$ cat config.mk
export PLATFORM = sky130hd
export DESIGN_NAME = ifc_flag_clk
export DESIGN_NICKNAME = d
export VERILOG_FILES = /design/src/ifc_pkg.sv /design/src/ifc_flag_clk.sv
export SDC_FILE = /design/constraint.sdc
export NUM_CORES = 1
export LEC_CHECK = 0
export BUFFER_PORTS_ARGS = -buffer_cell sky130_fd_sc_hd__buf_2
export CORE_MARGIN = 4
export CORE_UTILIZATION = 42
export CTS_CLUSTER_SIZE = 8
export DETAILED_ROUTE_END_ITERATION = 7
export PLACE_DENSITY_LB_ADDON = 0.1
export RECOVER_POWER = 50
export SETUP_SLACK_MARGIN = 0.15
export SLEW_MARGIN = 15
export SYNTH_ARGS = -nofsm -noshare
export SYNTH_HDL_FRONTEND = slang
export SYNTH_SLANG_ARGS = --single-unit
$ cat constraint.sdc
create_clock -name core_clk -period 1.1 [get_ports core_clk]
set_input_delay 0.22 -clock core_clk [delete_from_list [all_inputs] [get_ports core_clk]]
set_output_delay 0.22 -clock core_clk [all_outputs]
set_load 0.005 [all_outputs]
$ cat src/ifc_pkg.sv
// constants for the flag and clock-select block, with register offsets for channels 0 and 1
package ifc_pkg;
    localparam logic [27:0] IFC_FLAG_OFFSET_CH0 = 28'hffffd8a;
    localparam logic [27:0] IFC_FLAG_OFFSET_CH1 = 28'hffffd9a;
    localparam logic [31:0] IFC_CLK_OFFSET_CH0 = 32'hfffffd84;
    localparam logic [31:0] IFC_CLK_OFFSET_CH1 = 32'hfffffd94;
    localparam logic [7:0] IFC_RESET_VAL = 8'h00;
    // flag register fields
    localparam int IFC_F_RSV = 0;
    localparam int IFC_F_STCEN = 1;
    localparam int IFC_F_BUSY = 6;
    localparam int IFC_F_SFAIL = 7;
    // clock select fields
    localparam int IFC_C_DIV_LO = 0;
    localparam int IFC_C_DIV_HI = 1;
    localparam int IFC_C_FILT = 2;
    localparam int IFC_C_SMC = 3;
    localparam int IFC_C_SDA = 4;
    localparam int IFC_C_SCL = 5;
    localparam logic [7:0] IFC_C_WMASK = 8'h0f;
    // noise filter length in cycles
    localparam logic [1:0] IFC_FILT_LEN = 2'h3;
    typedef enum logic [1:0] {
        IFC_IDLE = 2'b00,
        IFC_BUSY = 2'b01,
        IFC_WAIT = 2'b11
    } ifc_state_t;
endpackage : ifc_pkg

$ cat src/ifc_flag_clk.sv
// flag and clock-select registers of one bus channel
// Function
// - byte or bit access; fail and busy flags read-only, writes ignored
// - reservation and initial-start bits writable only while disabled
// - reset clears both registers
// - failed start with reservation off clears trigger and sets fail flag
// - fail flag cleared by trigger set, disable, or reset
// - busy reads 0 when released, 1 during traffic; enable value per initial-start
// - busy set by start or enable without initial-start; cleared by stop or disable
// - initial-start set by software, cleared by start detect and reset
// - reservation-disable set only by software, cleared by software and reset
// - level monitors read-only; mode, expansion bit, divider choose transfer clock
// - scl monitor follows pin while enabled, 0 while disabled
// - sda monitor follows pin while enabled, 0 while disabled
// - mode bit 0 standard, 1 high speed
// - filter bit turns on input noise filter, high speed only
// - filter setting does not change transfer clock in high speed
// - expansion bit acts only in high speed mode
module ifc_flag_clk (
    input wire logic core_clk,
    input wire logic rst_n,
    input wire logic operation_enable,
    input wire logic start_trigger_set,
    input wire logic start_gen_failed,
    input wire logic start_detected,
    input wire logic stop_detected,
    input wire logic scl_pin,
    input wire logic sda_pin,
    input wire logic expansion_clock_bit,
    input wire logic flag_wr,
    input wire logic clk_wr,
    input wire logic [7:0] wr_mask,
    input wire logic [7:0] wr_data,
    output logic [7:0] bus_flag_reg,
    output logic [7:0] clock_select_reg,
    output logic start_trigger_clear,
    output logic start_allowed,
    output logic speed_mode_select,
    output logic [2:0] clock_sel_code,
    output logic filt_scl,
    output logic filt_sda
);
    logic rsv_reg, rsv_next;
    logic stcen_reg, stcen_next;
    logic fail_reg, fail_next;
    logic en_d_reg, en_d_next;
    logic [3:0] clk_reg, clk_next;
    logic scl_mon_reg, scl_mon_next;
    logic sda_mon_reg, sda_mon_next;
    logic clr_reg, clr_next;
    logic [1:0] scl_cnt_reg, scl_cnt_next, sda_cnt_reg, sda_cnt_next;
    logic fscl_reg, fscl_next, fsda_reg, fsda_next;
    ifc_pkg::ifc_state_t st_reg, st_next;
    logic filt_on;

    // masked single-bit merge
    function automatic logic merge(input logic old, input logic m, input logic d);
        merge = m ? d : old;
    endfunction : merge

    // bus state: busy and start permission
    always_comb begin
        st_next = st_reg;
        if (!operation_enable) begin
            st_next = ifc_pkg::IFC_IDLE;
        end else if (!en_d_reg) begin
            st_next = stcen_reg ? ifc_pkg::IFC_IDLE : ifc_pkg::IFC_WAIT;
        end else begin
            case (st_reg)
                ifc_pkg::IFC_IDLE: begin
                    if (start_detected) st_next = ifc_pkg::IFC_BUSY;
                end
                ifc_pkg::IFC_BUSY, ifc_pkg::IFC_WAIT: begin
                    if (stop_detected) st_next = ifc_pkg::IFC_IDLE;
                    else if (start_detected) st_next = ifc_pkg::IFC_BUSY;
                end
                default: st_next = ifc_pkg::IFC_IDLE;
            endcase
        end
    end

    // flag register bits
    always_comb begin
        en_d_next = operation_enable;
        rsv_next = rsv_reg;
        stcen_next = stcen_reg;
        fail_next = fail_reg;
        clr_next = 1'b0;
        // config bits only take writes while disabled
        if (flag_wr && !operation_enable) begin
            rsv_next = merge(rsv_reg, wr_mask[ifc_pkg::IFC_F_RSV],
                wr_data[ifc_pkg::IFC_F_RSV]);
            stcen_next = merge(stcen_reg, wr_mask[ifc_pkg::IFC_F_STCEN],
                wr_data[ifc_pkg::IFC_F_STCEN]);
        end
        if (start_detected) stcen_next = 1'b0;
        if (rsv_reg && start_gen_failed && operation_enable) begin
            fail_next = 1'b1;
            clr_next = 1'b1;
        end else if (start_trigger_set || !operation_enable) begin
            fail_next = 1'b0;
        end
    end

    // clock select and pin monitors
    always_comb begin
        clk_next = clk_reg;
        if (clk_wr && !operation_enable) begin
            clk_next = (clk_reg & ~wr_mask[3:0]) | (wr_data[3:0] & wr_mask[3:0]);
        end
        scl_mon_next = operation_enable & scl_pin;
        sda_mon_next = operation_enable & sda_pin;
    end

    // noise filter: level must hold a few cycles; bypassed when off
    assign filt_on = clk_reg[ifc_pkg::IFC_C_FILT] & clk_reg[ifc_pkg::IFC_C_SMC];
    always_comb begin
        scl_cnt_next = 2'h0;
        sda_cnt_next = 2'h0;
        fscl_next = fscl_reg;
        fsda_next = fsda_reg;
        if (!filt_on) begin
            fscl_next = scl_pin;
            fsda_next = sda_pin;
        end else begin
            // counter restarts once a level is taken, so the next edge waits the full length
            if (scl_pin != fscl_reg) begin
                if (scl_cnt_reg == ifc_pkg::IFC_FILT_LEN - 2'h1) begin
                    fscl_next = scl_pin;
                end else begin
                    scl_cnt_next = scl_cnt_reg + 2'h1;
                end
            end
            if (sda_pin != fsda_reg) begin
                if (sda_cnt_reg == ifc_pkg::IFC_FILT_LEN - 2'h1) begin
                    fsda_next = sda_pin;
                end else begin
                    sda_cnt_next = sda_cnt_reg + 2'h1;
                end
            end
        end
    end

    // bus state register
    always_ff @(posedge core_clk) begin
        if (!rst_n) begin
            st_reg <= ifc_pkg::IFC_IDLE;
        end else begin
            st_reg <= st_next;
        end
    end

    // flag register bits and trigger clear pulse
    always_ff @(posedge core_clk) begin
        if (!rst_n) begin
            rsv_reg <= 1'b0;
            stcen_reg <= 1'b0;
            fail_reg <= 1'b0;
            en_d_reg <= 1'b0;
            clr_reg <= 1'b0;
        end else begin
            rsv_reg <= rsv_next;
            stcen_reg <= stcen_next;
            fail_reg <= fail_next;
            en_d_reg <= en_d_next;
            clr_reg <= clr_next;
        end
    end

    // clock select bits and pin monitors
    always_ff @(posedge core_clk) begin
        if (!rst_n) begin
            clk_reg <= 4'h0;
            scl_mon_reg <= 1'b0;
            sda_mon_reg <= 1'b0;
        end else begin
            clk_reg <= clk_next;
            scl_mon_reg <= scl_mon_next;
            sda_mon_reg <= sda_mon_next;
        end
    end

    // filter state; outputs start at the released bus level
    always_ff @(posedge core_clk) begin
        if (!rst_n) begin
            scl_cnt_reg <= 2'h0;
            sda_cnt_reg <= 2'h0;
            fscl_reg <= 1'b1;
            fsda_reg <= 1'b1;
        end else begin
            scl_cnt_reg <= scl_cnt_next;
            sda_cnt_reg <= sda_cnt_next;
            fscl_reg <= fscl_next;
            fsda_reg <= fsda_next;
        end
    end

    // read views; unused bits tie low
    always_comb begin
        bus_flag_reg = ifc_pkg::IFC_RESET_VAL;
        bus_flag_reg[ifc_pkg::IFC_F_SFAIL] = fail_reg;
        bus_flag_reg[ifc_pkg::IFC_F_BUSY] = (st_reg != ifc_pkg::IFC_IDLE);
        bus_flag_reg[ifc_pkg::IFC_F_STCEN] = stcen_reg;
        bus_flag_reg[ifc_pkg::IFC_F_RSV] = rsv_reg;
        clock_select_reg = {4'h0, clk_reg} & ifc_pkg::IFC_C_WMASK;
        clock_select_reg[ifc_pkg::IFC_C_SCL] = scl_mon_reg;
        clock_select_reg[ifc_pkg::IFC_C_SDA] = sda_mon_reg;
    end

    assign start_trigger_clear = clr_reg;
    assign start_allowed = operation_enable & en_d_reg & (st_reg != ifc_pkg::IFC_WAIT);
    assign speed_mode_select = clk_reg[ifc_pkg::IFC_C_SMC];
    // filter bit deliberately excluded so clock is unchanged by it
    assign clock_sel_code = {expansion_clock_bit & clk_reg[ifc_pkg::IFC_C_SMC],
        clk_reg[ifc_pkg::IFC_C_DIV_HI], clk_reg[ifc_pkg::IFC_C_DIV_LO]};
    assign filt_scl = fscl_reg;
    assign filt_sda = fsda_reg;

    busy_clear_a: assert property (@(posedge core_clk) disable iff (!rst_n)
        !operation_enable |=> !bus_flag_reg[ifc_pkg::IFC_F_BUSY])
        else $error("busy flag not cleared while disabled");
    busy_enable_a: assert property (@(posedge core_clk) disable iff (!rst_n)
        (operation_enable && !en_d_reg && !stcen_reg) |=> bus_flag_reg[ifc_pkg::IFC_F_BUSY])
        else $error("busy flag not set on enable");
    fail_set_a: assert property (@(posedge core_clk) disable iff (!rst_n)
        (rsv_reg && start_gen_failed && operation_enable) |=> fail_reg && start_trigger_clear)
        else $error("failed start not flagged");
    fail_clear_a: assert property (@(posedge core_clk) disable iff (!rst_n)
        (!operation_enable) |=> !fail_reg)
        else $error("fail flag not cleared");
    stcen_clear_a: assert property (@(posedge core_clk) disable iff (!rst_n)
        start_detected |=> !stcen_reg)
        else $error("initial start not cleared on start");
    cfg_lock_a: assert property (@(posedge core_clk) disable iff (!rst_n)
        (operation_enable && $past(operation_enable)) |-> $stable(rsv_reg) && $stable(clk_reg))
        else $error("config changed while enabled");
    scl_mon_a: assert property (@(posedge core_clk) disable iff (!rst_n)
        1'b1 |=> clock_select_reg[ifc_pkg::IFC_C_SCL] == ($past(operation_enable) & $past(scl_pin)))
        else $error("scl monitor wrong");
    sda_mon_a: assert property (@(posedge core_clk) disable iff (!rst_n)
        1'b1 |=> clock_select_reg[ifc_pkg::IFC_C_SDA] == ($past(operation_enable) & $past(sda_pin)))
        else $error("sda monitor wrong");
    unused_zero_a: assert property (@(posedge core_clk)
        bus_flag_reg[5:2] == 4'h0 && clock_select_reg[7:6] == 2'h0)
        else $error("unused bits not zero");

    // reset and register write checks
    reset_zero_a: assert property (@(posedge core_clk)
        !rst_n |=> bus_flag_reg == ifc_pkg::IFC_RESET_VAL && clock_select_reg == 8'h00)
        else $error("registers not zero after reset");
    rsv_write_a: assert property (@(posedge core_clk) disable iff (!rst_n)
        (flag_wr && !operation_enable && wr_mask[ifc_pkg::IFC_F_RSV]) |=> rsv_reg == $past(wr_data[ifc_pkg::IFC_F_RSV]))
        else $error("reservation bit write lost");
    rsv_hold_a: assert property (@(posedge core_clk) disable iff (!rst_n)
        (!flag_wr || operation_enable) |=> $stable(rsv_reg))
        else $error("reservation bit changed without write");
    stcen_write_a: assert property (@(posedge core_clk) disable iff (!rst_n)
        (flag_wr && !operation_enable && wr_mask[ifc_pkg::IFC_F_STCEN] && !start_detected) |=> stcen_reg == $past(wr_data[ifc_pkg::IFC_F_STCEN]))
        else $error("initial start write lost");
    stcen_lock_a: assert property (@(posedge core_clk) disable iff (!rst_n)
        (operation_enable && $past(operation_enable) && !$past(start_detected)) |-> $stable(stcen_reg))
        else $error("initial start changed while enabled");
    mode_write_a: assert property (@(posedge core_clk) disable iff (!rst_n)
        (clk_wr && !operation_enable && wr_mask[ifc_pkg::IFC_C_SMC]) |=> speed_mode_select == $past(wr_data[ifc_pkg::IFC_C_SMC]))
        else $error("mode bit write lost");

    // failed start flag checks
    fail_readonly_a: assert property (@(posedge core_clk) disable iff (!rst_n)
        (flag_wr && operation_enable && !start_gen_failed && !start_trigger_set) |=> $stable(fail_reg))
        else $error("fail flag changed by write");
    fail_prio_a: assert property (@(posedge core_clk) disable iff (!rst_n)
        (rsv_reg && start_gen_failed && operation_enable && start_trigger_set) |=> fail_reg)
        else $error("fail set lost to trigger clear");
    fail_trig_a: assert property (@(posedge core_clk) disable iff (!rst_n)
        (start_trigger_set && !(rsv_reg && start_gen_failed && operation_enable)) |=> !fail_reg)
        else $error("fail flag not cleared by trigger");
    fail_rsv_only_a: assert property (@(posedge core_clk) disable iff (!rst_n)
        (!rsv_reg && !fail_reg) |=> !fail_reg)
        else $error("fail flag set with reservation on");
    clr_with_fail_a: assert property (@(posedge core_clk) disable iff (!rst_n)
        start_trigger_clear |-> fail_reg)
        else $error("trigger clear without fail flag");
    clr_pulse_a: assert property (@(posedge core_clk) disable iff (!rst_n)
        (start_trigger_clear && !start_gen_failed) |=> !start_trigger_clear)
        else $error("trigger clear longer than one cycle");

    // bus busy and start permission checks
    busy_start_a: assert property (@(posedge core_clk) disable iff (!rst_n)
        (operation_enable && en_d_reg && start_detected && !stop_detected) |=> bus_flag_reg[ifc_pkg::IFC_F_BUSY])
        else $error("busy not set on start");
    busy_stop_a: assert property (@(posedge core_clk) disable iff (!rst_n)
        (operation_enable && en_d_reg && stop_detected && !start_detected) |=> !bus_flag_reg[ifc_pkg::IFC_F_BUSY])
        else $error("busy not cleared on stop");
    busy_init_a: assert property (@(posedge core_clk) disable iff (!rst_n)
        (operation_enable && !en_d_reg && stcen_reg) |=> !bus_flag_reg[ifc_pkg::IFC_F_BUSY])
        else $error("busy set despite initial start");
    allow_wait_a: assert property (@(posedge core_clk) disable iff (!rst_n)
        (operation_enable && !en_d_reg && !stcen_reg) |=> !start_allowed)
        else $error("start allowed before stop");
    allow_stop_a: assert property (@(posedge core_clk) disable iff (!rst_n)
        (operation_enable && en_d_reg && stop_detected) |=> (!operation_enable || start_allowed))
        else $error("start not allowed after stop");

    // clock code and filter checks
    exp_std_a: assert property (@(posedge core_clk) disable iff (!rst_n)
        !speed_mode_select |-> !clock_sel_code[2])
        else $error("expansion bit active in standard mode");
    filt_bypass_a: assert property (@(posedge core_clk) disable iff (!rst_n)
        !filt_on |=> filt_scl == $past(scl_pin) && filt_sda == $past(sda_pin))
        else $error("filter not bypassed");
    filt_scl_glitch_a: assert property (@(posedge core_clk) disable iff (!rst_n)
        (filt_on && scl_cnt_reg == 2'h0 && scl_pin != fscl_reg) |=> filt_scl == $past(fscl_reg))
        else $error("scl glitch passed filter");
    filt_sda_glitch_a: assert property (@(posedge core_clk) disable iff (!rst_n)
        (filt_on && sda_cnt_reg == 2'h0 && sda_pin != fsda_reg) |=> filt_sda == $past(fsda_reg))
        else $error("sda glitch passed filter");
endmodule : ifc_flag_clk

Word-level counts from Yosys, hierarchy flattened

Cells that the tools add are included.

Word-level logic and storage cells: 72
Memories: 0
Input port bits: 28
Register bits: 19
Output and inout bits: 24
Memory bits (writable): 0
Memory bits (read-only): 0
Bits in latches: 0

Div/mod/pow operators: 0
Reduce and logical (&&, ||, !) cells: 18
$add $sub $neg: 2
Multiplexer cells: 14
Multiply operators: 0
Equal/unequal tests: 11
Bitwise operators: 14
Shift-type cells: 0
Magnitude comparators: 0

Operator list:

| operator                                               | count |
|---|---|
| AND reduction 2 bit                                    | 5 |
| two-way mux 1 bit                                      | 9 |
| AND 4 bit                                              | 2 |
| two-way mux 2 bit                                      | 4 |
| inequality test 2 x 1 -> 1 bit (second input constant) | 4 |
| OR reduction 4 bit                                     | 2 |
| AND 1 bit                                              | 6 |
| == test 2 bit (second input constant)                  | 3 |
| adder 2 x 1 -> 2 bit (second input constant)           | 2 |
| logical AND 1 bit                                      | 4 |
| inverter 1 bit                                         | 4 |
| inverter 4 bit                                         | 1 |
| bitwise OR 4 bit                                       | 1 |
| one-hot mux 2 bit (2 select lines)                     | 1 |
| nonzero test 2 bit                                     | 2 |
| OR reduction 2 bit                                     | 2 |
| == test 2 x 1 -> 1 bit (second input constant)         | 1 |
| zero test 2 bit                                        | 1 |
| inequality test 1 bit                                  | 2 |
| inequality test 2 bit (second input constant)          | 1 |
| zero test 1 bit                                        | 1 |
| logical OR 1 bit                                       | 1 |

Depth between registers and ports, before layout

Gate-level depths: netlist of the first run.

Word-level depth: 4
Mapped depth: 4

Worst setup path before layout of the first run

No wires, ideal clock.

Path kind: flip-flop to flip-flop
From: register st_reg[0]
To: register st_reg[0]
Data required time: 1.012 ns
Setup time: 0.088 ns
Slack: 0.120 ns
Period minus slack after synthesis: 0.980 ns
Data arrival time: 0.892 ns
Stages on the path, launching flop included: 3
Path through: dfxtp_1 -> or3b_1 -> a311oi_2

Word-level cells in the longest chain between the ends: 4

RTL lines:

| element                                                        | RTL line            | source |
|---|---|---|
| from (decl)                                                    | ifc_flag_clk.sv:53  | `ifc_pkg::ifc_state_t st_reg, st_next;` |
| from (signal assigned)                                         | ifc_flag_clk.sv:147 | `st_reg <= ifc_pkg::IFC_IDLE;` |
| from (signal assigned)                                         | ifc_flag_clk.sv:149 | `st_reg <= st_next;` |
| == test 2 x 1 -> 1 bit, or another cell as far along           | ifc_flag_clk.sv:69  | `case (st_reg)` |
| OR reduction 2 bit / two-way mux 2 bit (equally long branches) | -                   |  |
| one-hot mux 2 bit (2 select lines) (*)                         | ifc_flag_clk.sv:69  |  |
| two-way mux 2 bit (*)                                          | ifc_flag_clk.sv:66  | `end else if (!en_d_reg) begin` |

Every way passes the cells marked *; elsewhere a longest branch is shown, timed or not.
A chain may end at the register's enable or synchronous reset.

Worst setup path after layout of the first run

From: register st_reg[0]
To: output bus_flag_reg[6]

Word-level cells in the longest chain between the ends: 1

RTL lines:

| element            | RTL line            | source |
|---|---|---|
| nonzero test 2 bit | ifc_flag_clk.sv:202 | `bus_flag_reg[ifc_pkg::IFC_F_BUSY] = (st_reg != ifc_pkg::IFC_IDLE);` |
| to (decl)          | ifc_flag_clk.sv:34  | `output logic [7:0] bus_flag_reg,` |

Every way passes these cells.

==> impl_metrics.toml, run 1 <==
[outcome]
status = "finished, violations left"
violations = "negative setup slack"

[place]
dp.cells = 152
io_buffer_count = 37
place.gp.congestion = 0.695
post-dp-hpwl_mm = 1.44

[critical_path]
reg2reg_depth = 3
crit_path_end_kind = "primary output"
cp.arrival_ns = 0.99
crit_required_ns = 0.88
start_kind = "flip-flop"
rr_startpoint = "st_reg[0]$_SDFF_PN0_"
startpoint = "st_reg[0]$_SDFF_PN0_"
reg2reg_to = "st_reg[0]$_SDFF_PN0_"
crit_type = "flip-flop to primary output"
slowest_delay_ns = 0.34
path_cells = "or2_4, buf_6"
r2r_setup_slack_ns = 0.01
critPathSlowestCell = "dfxtp_2"
cp_max_fo = 2

[detailed_routing]
dr.pass1.iters = 4
drc = 0
wl_mm = 2.01
drt_iter0_drc = 16
antenna_left = 0
num_vias = 783
wl_per_cell_microns = 12.2
vias_per_cell = 4.77

[yosys]
syn_avg_cell_area_sq_um = 9.28
synth.area.top_cells = "dfxtp_1 (42%), buf_4 (12%), mux2i_1 (6.6%)"
yosysUniqueCellTypes = 25
ys.warnings.count = 0
seq_area_frac_synth_pct = 41.8
synth_top_area_share_pct = 41.8
synth_largest_area_cell = "dfxtp_1"
syn_area_sq_um = 910
synth-seq-cells = 19
synth_cells = 98

[cts]
path_clk_slew_ns = 0.11
cts_buffers = 3
clkLatencyLatePin_ns = 0.30
cts_tree = "built"
htreeDepth = 1
cts_sinks = 19
cts_root_buf = "clkbuf_4"
clockBufferDepth = 2

[floorplanning]
initial_core_util_pct = 45.4
fp.dieW_microns = 54.5
fp-row-count = 16
io_pins = 52
fp.dieH_microns = 54.5
dieArea_sq_um = 2970
fp.coreArea_sq_um = 2000

[global_route]
use_met2_pct = 26.9
grt_use_met3_pct = 3.27
track_usage_pct = 15.4
grt_pass1_vias = 748
grt_busiest_layer = "met2"
grt_max_degree = 12
antenna_found_initial = 0
groute.layer.met1.usage_pct = 17.6
grt_first_pass_wirelength_mm = 3.20
grt_overflow_total = 0

[timing]
max_freq_ghz = 0.823
hold_viol = 0
worst_slack_ns = -0.115
finalCritPeriodShare_pct = 110
skew_ns = 0.000998
setup_viol = 3
post-route-min-period_ns = 1.21
final-max-slew-violation-count = 0
rsz0062_at_grt = "true"

[cells_and_area]
finalCoreUtilization_pct = 65.6
fin_nets = 168
finalNonFillerCells = 164
nFillCells = 185
multi_input_area_sq_um = 515
final_common_cell = "buf_2"
layout_common_cells = "buf_2 (28), dfxtp_2 (13), nand2_1 (12), buf_6 (10), nand3b_1 (8)"
area_growth_pct = 44.3
ff_latch_area_sq_um = 408
drive_gt1_share_pct = 58.4
diodes = 0

[pwr]
p_leak_nw = 0.606
power_w = 0.00129
power_density_nw_per_um2 = 979
peakVddDrop_v = 0.000536

[worst_hold_path]
min_path_type = "input port to flip-flop"
min_from = "wr_data[2]"
min_path_cells = 3

[job]
drv_cap = 0
-- power breakdown --
group          switching (W)  internal (W)
Combinational      0.0000919      0.000111
Clock               0.000223      0.000136
Sequential         0.0000162      0.000707
-- layout make-up --
class / count / share of cell area (%)
Inverter: 6 / 1.72
Clock inverter: 1 / 0.381
Tap cell: 27 / 2.57
Sequential cell: 19 / 31.1
Clock buffer: 3 / 1.72
Timing Repair Buffer: 46 / 23.3
Multi-Input combinational cell: 62 / 39.3
-- worst max-delay path, delay by kind of cell (launching register included) --
kind | cells | cell delay (ns)
buf+inv | 1 | 0.11
flops | 1 | 0.34
simple gates | 1 | 0.24
-- Yosys cell counts (all sizes together) --
master and number:
a21oi 2, a311oi 1, and2 1, and3b 2, buf 15, clkbuf 1
conb 1, dfxtp 19, ha 2, inv 6, mux2i 6, nand2 12
nand2b 2, nand3 1, nand3b 8, nand4b 3, nor2 3, nor2b 1
nor4 4, o211ai 2, o32ai 1, or2 2, or3b 1, xnor2 2
-- metrics by stage --
stage	area [sq um]	setup TNS, ns	worst slack (ns)	hold WS, ns
floorplan	928	0	0.121	0.355
global placement	1040	0	0.103	0.407
detailed placement	1040	0	0.0805	0.413
CTS	1230	-0.278	-0.112	0.139
global route	1310	-0.407	-0.142	0.149
finish	1310	-0.249	-0.115	0.146
-- repair_timing --
| item | CTS | global route |
|---|---|---|
| hold buffers | 0 | 0 |
| buffers inserted | 7 | 1 |
| endpoints found under the hold margin | 0 | 0 |
| pin swaps | 6 | 6 |
| endpoints found under the setup margin | 25 | 25 |
| resized for setup | 34 | 14 |
-- logic make-up (layout without fill, tap and decap cells) --
group                      Yosys count  in the layout  synth area share [%]
adders and majority gates            2              2                  2.75
AOI/OAI and AO/OA                    6              6                  5.36
DFF                                 19             19                  41.8
other                                1              6                 0.412
xor gates and xnor gates             2              2                  1.93
buffers and inverters               22             56                  15.1
muxes                                6              6                  6.60
and+or+nand+nor                     40             40                  26.0
-- worst max-delay path by stage --
| stage | end | slack (ns) | depth (start not counted) |
|---|---|---|---|
| after floorplan | st_reg[0]$_SDFF_PN0_ | 0.12 | 2 |
| after global placement | st_reg[0]$_SDFF_PN0_ | 0.10 | 2 |
| after detailed placement | filt_scl$_SDFFE_PN1P_ | 0.08 | 4 |
| after CTS | bus_flag_reg[6] | -0.11 | 2 |
| after global routing | bus_flag_reg[6] | -0.14 | 2 |
| final | bus_flag_reg[6] | -0.11 | 2 |
-- routing by layer --
layer  vias to the layer above  wire [microns]  part of all wire (%)
li1                        391               -                     -
met1                       358             844                    42
met2                        29             990                    49
met3                         5             133                   6.6
met4                         0              39                   1.9
met5                         -               0                     0
No activity file was read; power rests on OpenSTA's default activity.
==> run 2: changes to the inputs <==
--- a/config.mk
+++ b/config.mk
@@ -7,7 +7,8 @@
 export LEC_CHECK = 0
 export BUFFER_PORTS_ARGS = -buffer_cell sky130_fd_sc_hd__buf_2
 export CORE_MARGIN = 4
-export CORE_UTILIZATION = 42
+export CORE_UTILIZATION = 44
+export CTS_BUF_LIST = sky130_fd_sc_hd__clkbuf_8
 export CTS_CLUSTER_SIZE = 8
 export DETAILED_ROUTE_END_ITERATION = 7
 export PLACE_DENSITY_LB_ADDON = 0.1
==> run 2 against run 1 <==
Largest cell class unchanged. Wire length shrank 1.5%. Hold slack gained 0.057 ns. Clock skew is essentially flat. Critical path type unchanged. Final cell count shrank 1.2%. Clock power grew 33%. The flow still finishes with violations (negative setup slack). First-iteration DRC count shrank 81%. Sequential power grew 0.7%. Count of clock-buffer cells in the layout is the same. Global-route usage shrank 0.81 points. Non-clock buffer count shrank 2. Register-to-register slack lost 0.03 ns. Fmax grew 5.8%.
==> impl_metrics.toml, run 2 (synthesis gave the netlist of run 1 again) <==
[pwr]
p_leak_nw = 0.589
power_density_nw_per_um2 = 1070
peakVddDrop_v = 0.000569

[place]
io_buffer_count = 37
place.gp.congestion = 0.662
dp.cells = 152
post-dp-hpwl_mm = 1.40
dpl-instance-area_sq_um = 1040

[detailed_routing]
vias_per_cell = 4.68
wl_mm = 1.98
drc = 0
num_vias = 758
wl_per_cell_microns = 12.2
dr.pass1.iters = 3
drt_iter0_drc = 3
antenna_left = 0

[timing]
skew_ns = 0.00126
slew-limit-headroom_pct = 63.9
finalCritPeriodShare_pct = 104
tightest_slew_ns = 0.541
final-max-slew-violation-count = 0
worst_slack_ns = -0.0476
max_freq_ghz = 0.871
setup_viol = 3
rsz0062_at_grt = "true"
whs_ns = 0.203
post-route-min-period_ns = 1.15
hold_viol = 0

[cells_and_area]
layout_common_cells = "buf_2 (28), nand2_1 (12), buf_6 (10), dfxtp_2 (9)"
diodes = 0
final_common_cell = "buf_2"
drive_gt1_share_pct = 53.3
fin_nets = 166
finalNonFillerCells = 162
area_growth_pct = 44.0
final_area_sq_um = 1310

[outcome]
status = "finished, violations left"
violations = "negative setup slack"

[floorplanning]
dieArea_sq_um = 2860
fp.coreArea_sq_um = 1960
fp.dieH_microns = 53.5
io_pins = 52
fp.dieW_microns = 53.5
initial_core_util_pct = 46.4
fp-row-count = 16

[job]
drv_cap = 0

[cts]
cts_tree = "built"
cts_root_buf = "clkbuf_8"
cts_sinks = 19
htreeDepth = 1
cts_buffers = 3
clkLatencyLatePin_ns = 0.25
clockBufferDepth = 2
path_clk_slew_ns = 0.07
cts_hold_buf = 0

[global_route]
groute.layer.met1.usage_pct = 18.1
track_usage_pct = 14.6
grt_overflow_total = 0
use_met2_pct = 24.1
antenna_found_initial = 0
grt_pass1_vias = 704
grt_busiest_layer = "met2"
grt_max_degree = 12
grt_first_pass_wirelength_mm = 3.00
grt_use_met3_pct = 3.38

[worst_hold_path]
min_path_cells = 3
min_from = "wr_data[3]"
min_path_type = "input port to flip-flop"

[critical_path]
crit_path_end_kind = "primary output"
crit_family = "flip-flops"
reg2reg_to = "st_reg[0]$_SDFF_PN0_"
startpoint = "st_reg[0]$_SDFF_PN0_"
reg2reg_depth = 3
crit_type = "flip-flop to primary output"
cp.arrival_ns = 0.93
rr_startpoint = "st_reg[0]$_SDFF_PN0_"
cp_max_fo = 2
start_kind = "flip-flop"
worst-path-buf-inv = 1
path_cells = "or2_4, buf_6"
crit_required_ns = 0.88
r2r_setup_slack_ns = -0.02
slowest_delay_ns = 0.33
critPathSlowestCell = "dfxtp_2"
run 2: changes by cell type in the layout (fill, tap and decap cells not counted), sizes merged:
cell    previous run  this run
buf               44        40
clkbuf             5         7
run 2: per-stage QoR:
stage | setup slack [ns] | total power, W | setup TNS [ns] | util [%]
global placement | 0.102 | 0.000884 | 0 | 53.0
CTS | -0.0490 | 0.00139 | -0.121 | 61.4
finish | -0.0476 | 0.00140 | -0.0991 | 66.8
floorplan | 0.121 | 0.000840 | 0 | -
global route | -0.0771 | 0.00147 | -0.208 | 66.8
detailed placement | 0.0744 | 0.000888 | 0 | 53.0
run 2: layout make-up:
| type | count | area [sq um] |
|---|---|---|
| clock inverter | 1 | 5.00 |
| inverter | 6 | 22.5 |
| sequential | 19 | 399 |
| fill | 184 | 652 |
| clock buffer | 3 | 41.3 |
| timing repair buffer | 44 | 283 |
| tap | 27 | 33.8 |
| multi-input combinational | 62 | 526 |
run 2: timing repair:
item | in CTS | in global routing
pin swaps | 6 | 8
setup endpoints to repair | 19 | 20
gates resized for setup | 29 | 18
buffers inserted | 3 | 3
run 2: metal layers:
| layer | part of all wire (%) | up-vias |
|---|---|---|
| met5 | 0 | - |
| met4 | 0.35 | 0 |
| met3 | 6.3 | 2 |
| met2 | 51 | 22 |
| met1 | 42 | 345 |
| li1 | - | 389 |
run 2: report_power, final:
part	leakage (nW)	switching, W	internal (W)
logic	0.404	0.0000880	0.000106
clock network	0.0255	0.000228	0.000251
registers	0.159	0.0000196	0.000708
total	0.589	0.000336	0.00106
run 2: worst register-to-register path, stage by stage, from the launching register on:
cell      delay [ns]
dfxtp_2         0.33
buf_6           0.11
or3b_4          0.36
a311oi_2        0.22
run 2: worst max path at each step:
stage | cells past startpoint | endpoint | slack (ns)
2_1_floorplan | 2 | st_reg[0]$_SDFF_PN0_ | 0.12
3_3_place_gp | 2 | st_reg[0]$_SDFF_PN0_ | 0.10
3_5_place_dp | 4 | filt_scl$_SDFFE_PN1P_ | 0.07
4_1_cts | 2 | bus_flag_reg[6] | -0.05
5_1_grt | 2 | bus_flag_reg[6] | -0.08
6_report | 2 | bus_flag_reg[6] | -0.05
==> run 3: changes to the inputs <==
--- a/config.mk
+++ b/config.mk
@@ -6,7 +6,6 @@
 export NUM_CORES = 1
 export LEC_CHECK = 0
 export BUFFER_PORTS_ARGS = -buffer_cell sky130_fd_sc_hd__buf_2
-export CORE_MARGIN = 4
 export CORE_UTILIZATION = 44
 export CTS_BUF_LIST = sky130_fd_sc_hd__clkbuf_8
 export CTS_CLUSTER_SIZE = 8
==> run 3 against run 2 <==
Fmax is 1.3% lower. Clock power is 1% higher. The run still ends with negative setup slack left. Combinational power is 6% lower.
==> impl_metrics.toml, run 3 (synthesis gave the netlist of run 1 again) <==
[detailed_routing]
dr.pass1.iters = 4
drt_iter0_drc = 7
wl_per_cell_microns = 11.6
num_vias = 764
vias_per_cell = 4.69
antenna_left = 0
drc = 0
wl_mm = 1.89

[floorplanning]
io_pins = 52
fp.coreArea_sq_um = 1960
fp.dieW_microns = 47.5
initial_core_util_pct = 46.4
fp.dieH_microns = 47.5
dieArea_sq_um = 2250
fp-row-count = 16

[pwr]
power_w = 0.00139
peakVddDrop_v = 0.000696
power_density_nw_per_um2 = 1080
p_leak_nw = 0.579

[timing]
tightest_slew_ns = 0.545
hold_viol = 0
final-max-slew-violation-count = 0
post-route-min-period_ns = 1.16
setup_tns_ns = -0.119
finalCritPeriodShare_pct = 106
worst_slack_ns = -0.0623
rsz0062_at_grt = "true"
setup_viol = 3
skew_ns = 0.00176
max_freq_ghz = 0.860
slew-limit-headroom_pct = 63.7

[cells_and_area]
layout_common_cells = "buf_2 (27), nand2_1 (12), dfxtp_2 (11), buf_6 (9), nand3b_1 (8)"
final_common_cell = "buf_2"
multi_input_area_sq_um = 490
ff_latch_area_sq_um = 405
final_area_sq_um = 1280
area_growth_pct = 41.1
drive_gt1_share_pct = 51.5
fin_nets = 167
finalCoreUtilization_pct = 65.4
diodes = 0
nFillCells = 196

[place]
dpl-instance-area_sq_um = 1040
io_buffer_count = 37
place.gp.congestion = 0.690
post-dp-hpwl_mm = 1.25

[cts]
cts_root_buf = "clkbuf_8"
htreeDepth = 1
cts_buffers = 3
clkLatencyLatePin_ns = 0.25
cts_sinks = 19
clockBufferDepth = 2
cts_tree = "built"
path_clk_slew_ns = 0.07

[global_route]
grt_pass1_vias = 593
track_usage_pct = 16.5
grt_overflow_total = 0
grt_first_pass_wirelength_mm = 2.51
antenna_found_initial = 0
grt_max_degree = 12

[outcome]
violations = "negative setup slack"
status = "finished, violations left"

[critical_path]
crit_type = "flip-flop to primary output"
crit_required_ns = 0.88
path_cells = "or2_4, buf_6"
critPathSlowestCell = "dfxtp_2"
startpoint = "st_reg[0]$_SDFF_PN0_"
reg2reg_to = "st_reg[0]$_SDFF_PN0_"
reg2reg_depth = 3
rr_startpoint = "st_reg[0]$_SDFF_PN0_"
cp_max_fo = 2
worst-path-buf-inv = 1
path_depth = 2
crit_end = "bus_flag_reg[6]"
slowest_delay_ns = 0.33
crit_path_end_kind = "primary output"
crit_family = "flip-flops"
cp.arrival_ns = 0.94
start_kind = "flip-flop"
r2r_setup_slack_ns = -0.02

[worst_hold_path]
min_path_type = "input port to flip-flop"

[job]
drv_cap = 0
run 3: changes by cell type in the layout (fill, tap and decap cells not counted), sizes merged:
cell,delta
clkbuf,+1
run 3: report_power, final:
| part | total (W) | internal, W | switching (W) |
|---|---|---|---|
| combinational | 0.000182 | 0.0000984 | 0.0000836 |
| sequential | 0.000724 | 0.000705 | 0.0000191 |
| clock | 0.000485 | 0.000252 | 0.000233 |
run 3: stage by stage:
| stage | setup WS, ns | std cells | hold slack (ns) |
|---|---|---|---|
| 2_1_floorplan | 0.121 | 103 | 0.355 |
| 3_3_place_gp | 0.102 | 152 | 0.407 |
| 3_5_place_dp | 0.0747 | 152 | 0.419 |
| 4_1_cts | -0.0539 | 159 | 0.199 |
| 5_1_grt | -0.0939 | 163 | 0.202 |
| 6_report | -0.0623 | 163 | 0.198 |
run 3: repair_timing:
item                                    4_1_cts  5_1_grt
gates cloned                                  0        0
hold endpoints to repair                      0        0
pin swaps                                     7        6
endpoints found under the setup margin       19       20
setup buffers                                 3        4
gates resized for setup                      29       15
hold buffers                                  0        0
run 3: worst min-delay path by stage:
stage,start,endpoint,slack (ns),depth (start not counted)
floorplan,scl_pin,scl_mon_reg$_SDFF_PN0_,0.35,2
global placement,scl_cnt_reg[0]$_SDFF_PP0_,scl_cnt_reg[0]$_SDFF_PP0_,0.41,1
detailed placement,scl_cnt_reg[0]$_SDFF_PP0_,scl_cnt_reg[0]$_SDFF_PP0_,0.42,1
CTS,wr_data[3],flip-flop,0.20,3
global route,wr_data[3],flip-flop,0.20,3
finish,wr_data[3],flip-flop,0.20,3
run 3: layer usage:
layer / global-route usage [%] / wire length (microns) / vias up
met5: 0 / 0 / -
met4: 10.3 / 30 / 0
met3: 2.26 / 82 / 4
met2: 26.3 / 911 / 24
met1: 20.9 / 863 / 350
li1: - / - / 386
run 3: cell type report:
cell class | count | share of cell area [%]
clock buffers | 3 | 3.22
clock inverters | 1 | 0.390
inverters | 6 | 1.75
multi-input cells | 62 | 38.2
flip-flops and latches | 19 | 31.6
well taps | 27 | 2.63
repair buffers | 45 | 22.2
run 3: worst reg2reg max path, stage by stage, from the launching register on:
cell and delay, ns:
dfxtp_2 0.33, buf_6 0.11, or3b_1 0.39, a311oi_2 0.19
